$ cat src/verilog/ext_code_memory_port_pkg.sv
// Package for the external program-memory and data-space port.
// Assumes one 40 MHz clock and a 32-bit AXI4-Lite register bus.
package ext_code_memory_port_pkg;

	// Clock and access timing
	localparam int CLK_PERIOD_PS   = 25000;
	localparam int STROBE_TIME_NS  = 150;
	localparam int STROBE_CYCLES   = (STROBE_TIME_NS * 1000 + CLK_PERIOD_PS - 1) / CLK_PERIOD_PS;
	localparam int STROBE_CNT_W    = 4;

	// Register byte offsets
	localparam logic [7:0] POWER_CONTROL_OFFSET = 8'h00;
	localparam logic [7:0] CLOCK_SELECT_OFFSET  = 8'h04;
	localparam logic [7:0] ACCESS_ADDR_OFFSET   = 8'h08;
	localparam logic [7:0] ACCESS_DATA_OFFSET   = 8'h0C;
	localparam logic [7:0] ACCESS_CMD_OFFSET    = 8'h10;
	localparam logic [7:0] ACCESS_STATUS_OFFSET = 8'h14;
	localparam logic [7:0] GPIO_INPUT_OFFSET    = 8'h18;

	// Field positions
	localparam int IDLE_BIT        = 0;
	localparam int SLEEP_BIT       = 0;
	localparam int BUSY_BIT        = 0;
	localparam int REFUSED_BIT     = 1;
	localparam int RDATA_LSB       = 8;
	localparam int CARD_PRESENT_BIT = 16;
	localparam int CODE_SELECT_BIT = 0;
	localparam int CARD_PIN_BIT    = 1;

	// Reset values
	localparam logic [15:0] ADDR_RESET  = 16'h0000;
	localparam logic [7:0]  DATA_RESET  = 8'h00;

	// AXI4-Lite responses
	localparam logic [1:0] RESP_OKAY   = 2'b00;
	localparam logic [1:0] RESP_SLVERR = 2'b10;

	typedef enum logic [1:0] {
		CMD_CODE_READ,
		CMD_CODE_WRITE,
		CMD_XBUS_READ,
		CMD_XBUS_WRITE
	} access_cmd_e;

	// Memory pins, all driven from flip-flops
	typedef struct packed {
		logic [15:0] addr;
		logic [7:0]  data_out;
		logic        data_oe;
		logic        pullup_en;
		logic        code_read_strobe_n;
		logic        code_write_strobe_n;
		logic        xbus_read_strobe_n;
		logic        xbus_write_strobe_n;
	} mem_pins_s;

endpackage

$ cat src/verilog/ext_code_memory_port.sv
// External program-memory and external data-space port with AXI4-Lite registers.
// Assumes an external flash, SRAM or EPROM on the pins and software on the bus.
//
// How it works
// - Strap 0: data bus carries code data
// - Strap 1: weak pull-ups hold data bus
// - Drive 16-bit memory address bus
// - Code write strobe low only during writes
// - Code read strobe low only during reads
// - Chip enable high when idle, no wake, sleep
// - Chip enable low once any condition drops
// - Data-space read strobe low per read
// - Data-space write strobe low per write
// - Sample card detect, low means present
// - Capture strap at reset release, readable
`timescale 1ns/1ps
module ext_code_memory_port
	import ext_code_memory_port_pkg::*;
(
	// Clock and reset
	input  wire logic        clk_i,
	input  wire logic        reset_i,
	// AXI4-Lite write address and data
	input  wire logic [7:0]  s_axi_awaddr_i,
	input  wire logic        s_axi_awvalid_i,
	output logic             s_axi_awready_o,
	input  wire logic [31:0] s_axi_wdata_i,
	input  wire logic [3:0]  s_axi_wstrb_i,
	input  wire logic        s_axi_wvalid_i,
	output logic             s_axi_wready_o,
	// AXI4-Lite write response
	output logic [1:0]       s_axi_bresp_o,
	output logic             s_axi_bvalid_o,
	input  wire logic        s_axi_bready_i,
	// AXI4-Lite read
	input  wire logic [7:0]  s_axi_araddr_i,
	input  wire logic        s_axi_arvalid_i,
	output logic             s_axi_arready_o,
	output logic [31:0]      s_axi_rdata_o,
	output logic [1:0]       s_axi_rresp_o,
	output logic             s_axi_rvalid_o,
	input  wire logic        s_axi_rready_i,
	// Memory pins
	output mem_pins_s        mem_pins_o,
	input  wire logic [7:0]  mem_data_bus_i,
	output logic             code_chip_enable_n_o,
	// Other pins
	input  wire logic        internal_code_select_i,
	input  wire logic        ext_wake_interrupt_i,
	input  wire logic        card_present_n_i
);

	typedef enum logic [1:0] {
		ST_IDLE,
		ST_SETUP,
		ST_STROBE,
		ST_HOLD
	} access_state_e;

	function automatic logic is_write_cmd(input access_cmd_e cmd);
		return (cmd == CMD_CODE_WRITE) || (cmd == CMD_XBUS_WRITE);
	endfunction

	function automatic logic is_code_cmd(input access_cmd_e cmd);
		return (cmd == CMD_CODE_READ) || (cmd == CMD_CODE_WRITE);
	endfunction

	// Conditioned pins: strap, wake, card detect, data bus
	logic [10:0] pins_raw;
	logic [10:0] pins_level;
	logic        strap_level;
	logic        wake_level;
	logic        card_n_level;
	logic [7:0]  data_level;

	assign pins_raw = {mem_data_bus_i, card_present_n_i, ext_wake_interrupt_i,
		internal_code_select_i};

	pin_sync3 #(
		.WIDTH(11)
	) u_pin_sync (
		.clk_i        (clk_i),
		.reset_i      (reset_i),
		.pin_i        (pins_raw),
		.reset_level_i(11'h7FF),
		.level_o      (pins_level)
	);

	assign strap_level  = pins_level[0];
	assign wake_level   = pins_level[1];
	assign card_n_level = pins_level[2];
	assign data_level   = pins_level[10:3];

	// Software state
	logic        idle_reg;
	logic        sleep_reg;
	logic [15:0] addr_reg;
	logic [7:0]  wdata_reg;
	logic [7:0]  rdata_reg;
	logic        refused_reg;
	logic        code_select_reg;
	logic [1:0]  strap_step_reg;
	logic        card_present_reg;

	// Access engine
	access_state_e            state_reg;
	access_cmd_e              cmd_reg;
	logic [STROBE_CNT_W-1:0]  count_reg;
	logic                     start_req;
	access_cmd_e              start_cmd;

	// Write channel bookkeeping
	logic        aw_held_reg;
	logic        w_held_reg;
	logic [7:0]  waddr_reg;
	logic [31:0] wdata_bus_reg;
	logic [3:0]  wstrb_reg;
	logic        aw_now;
	logic        w_now;
	logic        wr_fire;
	logic [7:0]  wr_addr;
	logic [31:0] wr_data;
	logic [3:0]  wr_strb;

	assign aw_now  = s_axi_awvalid_i && s_axi_awready_o;
	assign w_now   = s_axi_wvalid_i && s_axi_wready_o;
	assign wr_fire = (aw_held_reg || aw_now) && (w_held_reg || w_now) && !s_axi_bvalid_o;
	assign wr_addr = aw_held_reg ? waddr_reg : s_axi_awaddr_i;
	assign wr_data = w_held_reg ? wdata_bus_reg : s_axi_wdata_i;
	assign wr_strb = w_held_reg ? wstrb_reg : s_axi_wstrb_i;

	// Address and data are accepted in either order and held until paired
	always_ff @(posedge clk_i) begin
		if (reset_i) begin
			aw_held_reg     <= 1'b0;
			w_held_reg      <= 1'b0;
			waddr_reg       <= 8'h00;
			wdata_bus_reg   <= 32'h00000000;
			wstrb_reg       <= 4'h0;
			s_axi_awready_o <= 1'b0;
			s_axi_wready_o  <= 1'b0;
		end else begin
			if (wr_fire) begin
				aw_held_reg <= 1'b0;
				w_held_reg  <= 1'b0;
			end else begin
				if (aw_now) begin
					aw_held_reg <= 1'b1;
					waddr_reg   <= s_axi_awaddr_i;
				end
				if (w_now) begin
					w_held_reg    <= 1'b1;
					wdata_bus_reg <= s_axi_wdata_i;
					wstrb_reg     <= s_axi_wstrb_i;
				end
			end
			s_axi_awready_o <= !aw_held_reg && !aw_now && !s_axi_bvalid_o && !wr_fire;
			s_axi_wready_o  <= !w_held_reg && !w_now && !s_axi_bvalid_o && !wr_fire;
		end
	end

	// Write response and register updates
	always_ff @(posedge clk_i) begin
		if (reset_i) begin
			s_axi_bvalid_o <= 1'b0;
			s_axi_bresp_o  <= RESP_OKAY;
			idle_reg       <= 1'b0;
			sleep_reg      <= 1'b0;
			addr_reg       <= ADDR_RESET;
			wdata_reg      <= DATA_RESET;
		end else begin
			if (s_axi_bvalid_o && s_axi_bready_i) begin
				s_axi_bvalid_o <= 1'b0;
			end
			if (wr_fire) begin
				s_axi_bvalid_o <= 1'b1;
				s_axi_bresp_o  <= RESP_OKAY;
				unique case (wr_addr)
					POWER_CONTROL_OFFSET: if (wr_strb[0]) idle_reg <= wr_data[IDLE_BIT];
					CLOCK_SELECT_OFFSET:  if (wr_strb[0]) sleep_reg <= wr_data[SLEEP_BIT];
					ACCESS_ADDR_OFFSET: begin
						if (wr_strb[0]) addr_reg[7:0] <= wr_data[7:0];
						if (wr_strb[1]) addr_reg[15:8] <= wr_data[15:8];
					end
					ACCESS_DATA_OFFSET:   if (wr_strb[0]) wdata_reg <= wr_data[7:0];
					ACCESS_CMD_OFFSET,
					ACCESS_STATUS_OFFSET,
					GPIO_INPUT_OFFSET: begin
					end
					default: s_axi_bresp_o <= RESP_SLVERR;
				endcase
			end
		end
	end

	// A command write starts one access; extra commands while busy are dropped
	assign start_req = wr_fire && (wr_addr == ACCESS_CMD_OFFSET) && wr_strb[0];
	assign start_cmd = access_cmd_e'(wr_data[1:0]);

	// Access sequence: setup, strobe, hold; one strobe at a time
	always_ff @(posedge clk_i) begin
		if (reset_i) begin
			state_reg   <= ST_IDLE;
			cmd_reg     <= CMD_CODE_READ;
			count_reg   <= '0;
			refused_reg <= 1'b0;
			rdata_reg   <= DATA_RESET;
		end else begin
			unique case (state_reg)
				ST_IDLE: begin
					if (start_req) begin
						// Code space exists only with an external memory fitted
						if (is_code_cmd(start_cmd) && code_select_reg) begin
							refused_reg <= 1'b1;
						end else begin
							refused_reg <= 1'b0;
							cmd_reg     <= start_cmd;
							state_reg   <= ST_SETUP;
						end
					end
				end
				ST_SETUP: begin
					count_reg <= STROBE_CNT_W'(STROBE_CYCLES - 1);
					state_reg <= ST_STROBE;
				end
				ST_STROBE: begin
					if (count_reg == '0) begin
						// Strobe is long enough for the data to clear the input flops
						if (!is_write_cmd(cmd_reg)) begin
							rdata_reg <= data_level;
						end
						state_reg <= ST_HOLD;
					end else begin
						count_reg <= count_reg - 1'b1;
					end
				end
				ST_HOLD: state_reg <= ST_IDLE;
			endcase
		end
	end

	// Pin drive; strobes only inside the strobe phase, bus held through hold
	always_ff @(posedge clk_i) begin
		if (reset_i) begin
			mem_pins_o.addr                <= ADDR_RESET;
			mem_pins_o.data_out            <= DATA_RESET;
			mem_pins_o.data_oe             <= 1'b0;
			mem_pins_o.pullup_en           <= 1'b1;
			mem_pins_o.code_read_strobe_n  <= 1'b1;
			mem_pins_o.code_write_strobe_n <= 1'b1;
			mem_pins_o.xbus_read_strobe_n  <= 1'b1;
			mem_pins_o.xbus_write_strobe_n <= 1'b1;
		end else begin
			mem_pins_o.addr      <= addr_reg;
			mem_pins_o.data_out  <= wdata_reg;
			mem_pins_o.pullup_en <= code_select_reg;
			mem_pins_o.data_oe   <= (state_reg != ST_IDLE) && is_write_cmd(cmd_reg);
			mem_pins_o.code_read_strobe_n  <=
				!((state_reg == ST_STROBE) && (cmd_reg == CMD_CODE_READ));
			mem_pins_o.code_write_strobe_n <=
				!((state_reg == ST_STROBE) && (cmd_reg == CMD_CODE_WRITE));
			mem_pins_o.xbus_read_strobe_n  <=
				!((state_reg == ST_STROBE) && (cmd_reg == CMD_XBUS_READ));
			mem_pins_o.xbus_write_strobe_n <=
				!((state_reg == ST_STROBE) && (cmd_reg == CMD_XBUS_WRITE));
		end
	end

	// Chip enable gated off only in combined idle and sleep with no wake request
	always_ff @(posedge clk_i) begin
		if (reset_i) begin
			code_chip_enable_n_o <= 1'b0;
		end else begin
			code_chip_enable_n_o <= idle_reg && !wake_level && sleep_reg;
		end
	end

	// Pin flops show their reset level for one edge, so the strap is taken at the second
	always_ff @(posedge clk_i) begin
		if (reset_i) begin
			strap_step_reg  <= 2'b00;
			code_select_reg <= 1'b1;
		end else if (strap_step_reg != 2'b10) begin
			strap_step_reg  <= strap_step_reg + 2'b01;
			code_select_reg <= strap_level;
		end
	end

	// Card presence from the pulled-up, active-low detect pin
	always_ff @(posedge clk_i) begin
		if (reset_i) begin
			card_present_reg <= 1'b0;
		end else begin
			card_present_reg <= !card_n_level;
		end
	end

	// Read channel: one read under way, answered the cycle after it is taken
	always_ff @(posedge clk_i) begin
		if (reset_i) begin
			s_axi_arready_o <= 1'b0;
			s_axi_rvalid_o  <= 1'b0;
			s_axi_rdata_o   <= 32'h00000000;
			s_axi_rresp_o   <= RESP_OKAY;
		end else begin
			if (s_axi_rvalid_o && s_axi_rready_i) begin
				s_axi_rvalid_o <= 1'b0;
			end
			s_axi_arready_o <= !s_axi_rvalid_o && !(s_axi_arvalid_i && s_axi_arready_o);
			if (s_axi_arvalid_i && s_axi_arready_o) begin
				s_axi_rvalid_o <= 1'b1;
				s_axi_rresp_o  <= RESP_OKAY;
				s_axi_rdata_o  <= 32'h00000000;
				unique case (s_axi_araddr_i)
					POWER_CONTROL_OFFSET: s_axi_rdata_o[IDLE_BIT] <= idle_reg;
					CLOCK_SELECT_OFFSET:  s_axi_rdata_o[SLEEP_BIT] <= sleep_reg;
					ACCESS_ADDR_OFFSET:   s_axi_rdata_o[15:0] <= addr_reg;
					ACCESS_DATA_OFFSET:   s_axi_rdata_o[7:0] <= wdata_reg;
					ACCESS_CMD_OFFSET:    s_axi_rdata_o[1:0] <= cmd_reg;
					ACCESS_STATUS_OFFSET: begin
						s_axi_rdata_o[BUSY_BIT]         <= (state_reg != ST_IDLE);
						s_axi_rdata_o[REFUSED_BIT]      <= refused_reg;
						s_axi_rdata_o[RDATA_LSB +: 8]   <= rdata_reg;
						s_axi_rdata_o[CARD_PRESENT_BIT] <= card_present_reg;
					end
					GPIO_INPUT_OFFSET: begin
						s_axi_rdata_o[CODE_SELECT_BIT] <= code_select_reg;
						s_axi_rdata_o[CARD_PIN_BIT]    <= card_n_level;
					end
					default: s_axi_rresp_o <= RESP_SLVERR;
				endcase
			end
		end
	end

endmodule

$ cat src/verilog/pin_sync3.sv
// Three-flop input conditioner for pins from outside the clock domain.
// A change is taken once the second and third flops agree.
`timescale 1ns/1ps
module pin_sync3
	import ext_code_memory_port_pkg::*;
#(
	parameter int WIDTH = 1
) (
	// Clock and reset
	input  wire logic             clk_i,
	input  wire logic             reset_i,
	// Raw and settled levels
	input  wire logic [WIDTH-1:0] pin_i,
	input  wire logic [WIDTH-1:0] reset_level_i,
	output logic      [WIDTH-1:0] level_o
);

	logic [WIDTH-1:0] stage1_reg;
	logic [WIDTH-1:0] stage2_reg;
	logic [WIDTH-1:0] stage3_reg;

	always_ff @(posedge clk_i) begin
		stage1_reg <= pin_i;
		stage2_reg <= stage1_reg;
		stage3_reg <= stage2_reg;
	end

	// Per-bit agreement check, so a bit glitching alone never moves the output
	genvar g;
	generate
		for (g = 0; g < WIDTH; g++) begin : g_bit
			always_ff @(posedge clk_i) begin
				if (reset_i) begin
					level_o[g] <= reset_level_i[g];
				end else if (stage2_reg[g] == stage3_reg[g]) begin
					level_o[g] <= stage3_reg[g];
				end
			end
		end
	endgenerate

endmodule
$ cat config.mk
export PLATFORM = sky130hd
export DESIGN_NAME = ext_code_memory_port
export DESIGN_NICKNAME = d
export VERILOG_FILES = /design/src/verilog/ext_code_memory_port_pkg.sv /design/src/verilog/ext_code_memory_port.sv /design/src/verilog/pin_sync3.sv
export SDC_FILE = /design/constraint.sdc
export NUM_CORES = 1
export LEC_CHECK = 0
export ABC_AREA = 1
export BUFFER_PORTS_ARGS = -buffer_cell sky130_fd_sc_hd__buf_2
export CAP_MARGIN = 20
export CELL_PAD_IN_SITES_DETAIL_PLACEMENT = 1
export CELL_PAD_IN_SITES_GLOBAL_PLACEMENT = 1
export CORE_UTILIZATION = 39
export DETAILED_ROUTE_END_ITERATION = 12
export PLACE_DENSITY_LB_ADDON = 0.12
export SLEW_MARGIN = 20
export SYNTH_ARGS = -nofsm -noshare
export SYNTH_HDL_FRONTEND = slang
export SYNTH_SLANG_ARGS = --single-unit
$ cat constraint.sdc
create_clock -name clk_i -period 1.7 [get_ports clk_i]
set_input_delay 0 -clock clk_i [delete_from_list [all_inputs] [get_ports clk_i]]
set_output_delay 0 -clock clk_i [all_outputs]
set_load 0.005 [all_outputs]
==> Implementation_results.wiki <==
{| class="wikitable"
! Metric !! Value
|-
| Critical path class || register to register
|-
| Max layer used || met4
|-
| Area of the core region || 16000 um2
|-
| Met3 wire len || 620 um
|-
| Number of vias per cell after detailed routing || 4.86
|-
| Number of buffers created by CTS || 17
|-
| Worst-Margin Slew || 0.749 ns
|-
| Wire length on met2 || about 8500 um
|-
| Critical path's slowest cell || sky130_fd_sc_hd__dfxtp_1
|-
| Number of placement rows || 46
|-
| Number of iterations in the first detailed-routing pass || 4
|-
| Synth Register Bits || 174
|-
| Leakage || between 3 and 4 nW
|-
| Total congestion overflow || 0
|-
| Most common library cell in the layout ignoring fill and taps || sky130_fd_sc_hd__dfxtp_1
|-
| Antenna Diode Count || 0
|-
| Most frequent cells in the layout || sky130_fd_sc_hd__dfxtp_1 (174), sky130_fd_sc_hd__inv_1 (109), sky130_fd_sc_hd__buf_2 (106)
|-
| Startpoint Class || register
|-
| Maximum number of pins on one net before global-route repair || 68
|-
| Post-layout utilization of the core || 0.517
|-
| Vias || about 5700
|-
| Critical path endpoint category || register
|-
| Number of enable-type register cells in the synthesized netlist || 0
|-
| Netlist Area Pre-Place || 6420 um2
|-
| Max-capacitance violation count || 0
|-
| Final routed wirelength across all metal layers || approximately 17000 um
|-
| Worst stage delay on the critical path || 0.33 ns
|-
| Yosys Warn Count || 0
|-
| X dimension of the die || 130 um
|-
| Clock tree from TritonCTS || done
|-
| Number of H-tree levels || 4
|-
| Antenna Violating Nets Remaining || 0
|-
| Final weighted congestion of routability-driven global placement || 0.832
|-
| Final-stage net count || 1016
|-
| Unrepaired setup endpoints after global routing || true
|-
| Initial core utilization || 0.401
|-
| Io pins || 142
|-
| Clock latency reported for the late side of the worst-skew pair || ~0.43 ns
|-
| Avg Cell Area, Syn || slightly above 8 um2
|-
| Number of fillers in the final layout || 1979
|-
| Setup-failing EPs final || 0
|-
| Min-Delay Path Class || input port to register
|-
| Fraction of synthesis flops using an asynchronous set or reset pin || 0
|-
| Tmin final || 1.58 ns
|-
| Post-route total power || between 0.009 and 0.01 W
|-
| Crit path max fanout || 5
|-
| Final slew viol count || 0
|-
| Peak clock frequency supported by timing || 634 MHz
|-
| Status || finished, final reports clean
|-
| Buf+Inv Stages, Crit Path || 2
|-
| Total GRT Usage || 0.213
|-
| Power per cell area || 1170 nW/um2
|-
| Routed length on met1 || 7330 um
|-
| Remaining DRCs || 0
|-
| Setup slack after layout || 0.123 ns
|-
| Register clock-pin slew on the reported worst setup and hold paths || 0.07 ns
|-
| Endpoints failing hold || 0
|-
| Fraction of the yosys area taken by sequential cells || 0.543
|-
| Wire length of the first global-routing pass || 27600 um
|-
| Worst slack at placement || ~0.13 ns
|-
| Register with the most flip-flops || mem_pins_o
|-
| Vias in the first global route || roughly 5900
|-
| Area used by multi-input combinational logic || between 2000 and 2500 um2
|-
| Slew HR || 0.501
|-
| DRT iter0 DRCs || 195
|-
| Worst Path Arrival || 1.90 ns
|-
| Final critical-path share of the clock period || 0.928
|-
| Count of buffers from port buffering || 106
|-
| Number of distinct library cells after synthesis || 39
|-
| Most common flop cell mapped by yosys || sky130_fd_sc_hd__dfxtp_1
|-
| Die ar. || 17000 um2
|-
| Largest registers ranked by flip-flop count || mem_pins_o: 30 flops, s_axi_rdata_o: 17 flops
|-
| Family with the most delay on the worst path || simple AND/OR/NAND/NOR gates
|-
| Maximum vdd ir drop || about 800 uV
|-
| Final clock skew || 0.00543 ns
|-
| Floorplan die height || 130 um
|-
| Flip-flop count of the largest register, all copies and words added || 30
|-
| Initial antenna violation count || 0
|-
| Maximum count of clock buffers along a single path || 2
|-
| Worst-path cell chain || buf_4, nand2_1, nand2_1, nand3b_4, buf_4, nand3b_1, o21ai_0, a21oi_1
|-
| Footprint of the flip-flops and latches || 3480 um2
|-
| Required arrival time at the worst endpoint || 2.02 ns
|-
| Root buf cell || sky130_fd_sc_hd__clkbuf_16
|-
| Detailed Place HPWL || 11800 um
|-
| Ratio of cells with drive above 1 in the final layout || 0.199
|-
| Post-Synthesis Cells || 778
|-
| Avg WL per Cell || 14.6 um
|-
| Clock Sinks || 174
|-
| Area growth from synthesis to layout || 28.8%
|}
power breakdown:
group | switching, W | total (W) | internal, W
clock network | 0.00175 | 0.00373 | 0.00197
logic | 0.000845 | 0.00139 | 0.000550
registers | 0.000147 | 0.00454 | 0.00439
timing repair:
item	4_1_cts	5_1_grt
gates resized for setup	0	12
buffers inserted	0	4
endpoints found under the setup margin	0	11
hold buffers	45	0
hold endpoints to repair	47	0
logic make-up after synthesis:
family          count (synthesis)  synth area share
fa+ha+maj                       8            0.0148
simple gates                  237             0.170
buf+inv                       161             0.106
compound gates                197             0.166
other cells                     1          0.000584
flops                         174             0.543
cell type report:
type,instances,area share
Multi-Input combinational cell,459,0.283
Clock inverter,13,0.0145
Timing Repair Buffer,175,0.144
Tap cell,216,0.0327
Sequential cell,174,0.421
Clock buffer,19,0.0536
Inverter,113,0.0513
worst reg2reg max path, delay by kind of cell (launching register included):
kind                   cells  cell delay (ns)
AOI/OAI and AO/OA          2             0.21
DFF                        1             0.33
and+or+nand+nor            4             0.57
buffers and inverters      2             0.34
through the flow:
stage                     hold WS [ns]  cells  setup TNS, ns  area (um2)
final                           0.0603   1169              0        8270
after global routing            0.0930   1169        -0.0337        8270
after CTS                       0.0420   1165              0        8210
after detailed placement         0.104   1088              0        7200
after global placement           0.102   1088              0        7200
after floorplan                 0.0277    794              0        6480
path summary, 6_finish.rpt:
kind                            cells after the start                          endpoint                             start  slack (ns)
worst min-delay path                                4     s_axi_rdata_o[1]$_SDFFE_PP0P_                 s_axi_araddr_i[4]        0.06
worst min register to register                      0  u_pin_sync.stage2_reg[4]$_DFF_P_  u_pin_sync.stage1_reg[4]$_DFF_P_        0.33
worst max-delay path                                8            sleep_reg$_SDFFE_PP0P_          aw_held_reg$_SDFFE_PP0P_        0.12
worst max register to register                      8            sleep_reg$_SDFFE_PP0P_          aw_held_reg$_SDFFE_PP0P_        0.12
layer usage:
metal / GRT usage / vias up
li1: - / 2811
met1: 0.244 / 2715
met2: 0.369 / 118
met3: 0.0455 / 42
met4: 0.116 / 0
met5: 0 / -
Yosys cell counts (3+ instances only):
master                     instances  area, um2
sky130_fd_sc_hd__nor2_1           65        244
sky130_fd_sc_hd__nor2_4            3       33.8
sky130_fd_sc_hd__nand3b_1          3       22.5
sky130_fd_sc_hd__o21ai_0          92        460
sky130_fd_sc_hd__o221ai_1         14        123
sky130_fd_sc_hd__nand2_2           4       25.0
sky130_fd_sc_hd__buf_4            18        135
sky130_fd_sc_hd__ha_1              6       75.1
sky130_fd_sc_hd__nand4_1           8       50.1
sky130_fd_sc_hd__nand3_1          31        155
sky130_fd_sc_hd__a21oi_1          79        395
sky130_fd_sc_hd__nor3_1            7       35.0
sky130_fd_sc_hd__buf_2             3       15.0
sky130_fd_sc_hd__nand2_1         107        402
sky130_fd_sc_hd__clkbuf_1         24       90.1
sky130_fd_sc_hd__inv_1           111        417
sky130_fd_sc_hd__dfxtp_1         174       3480
Note: power is estimated with default switching activity, not from simulation.
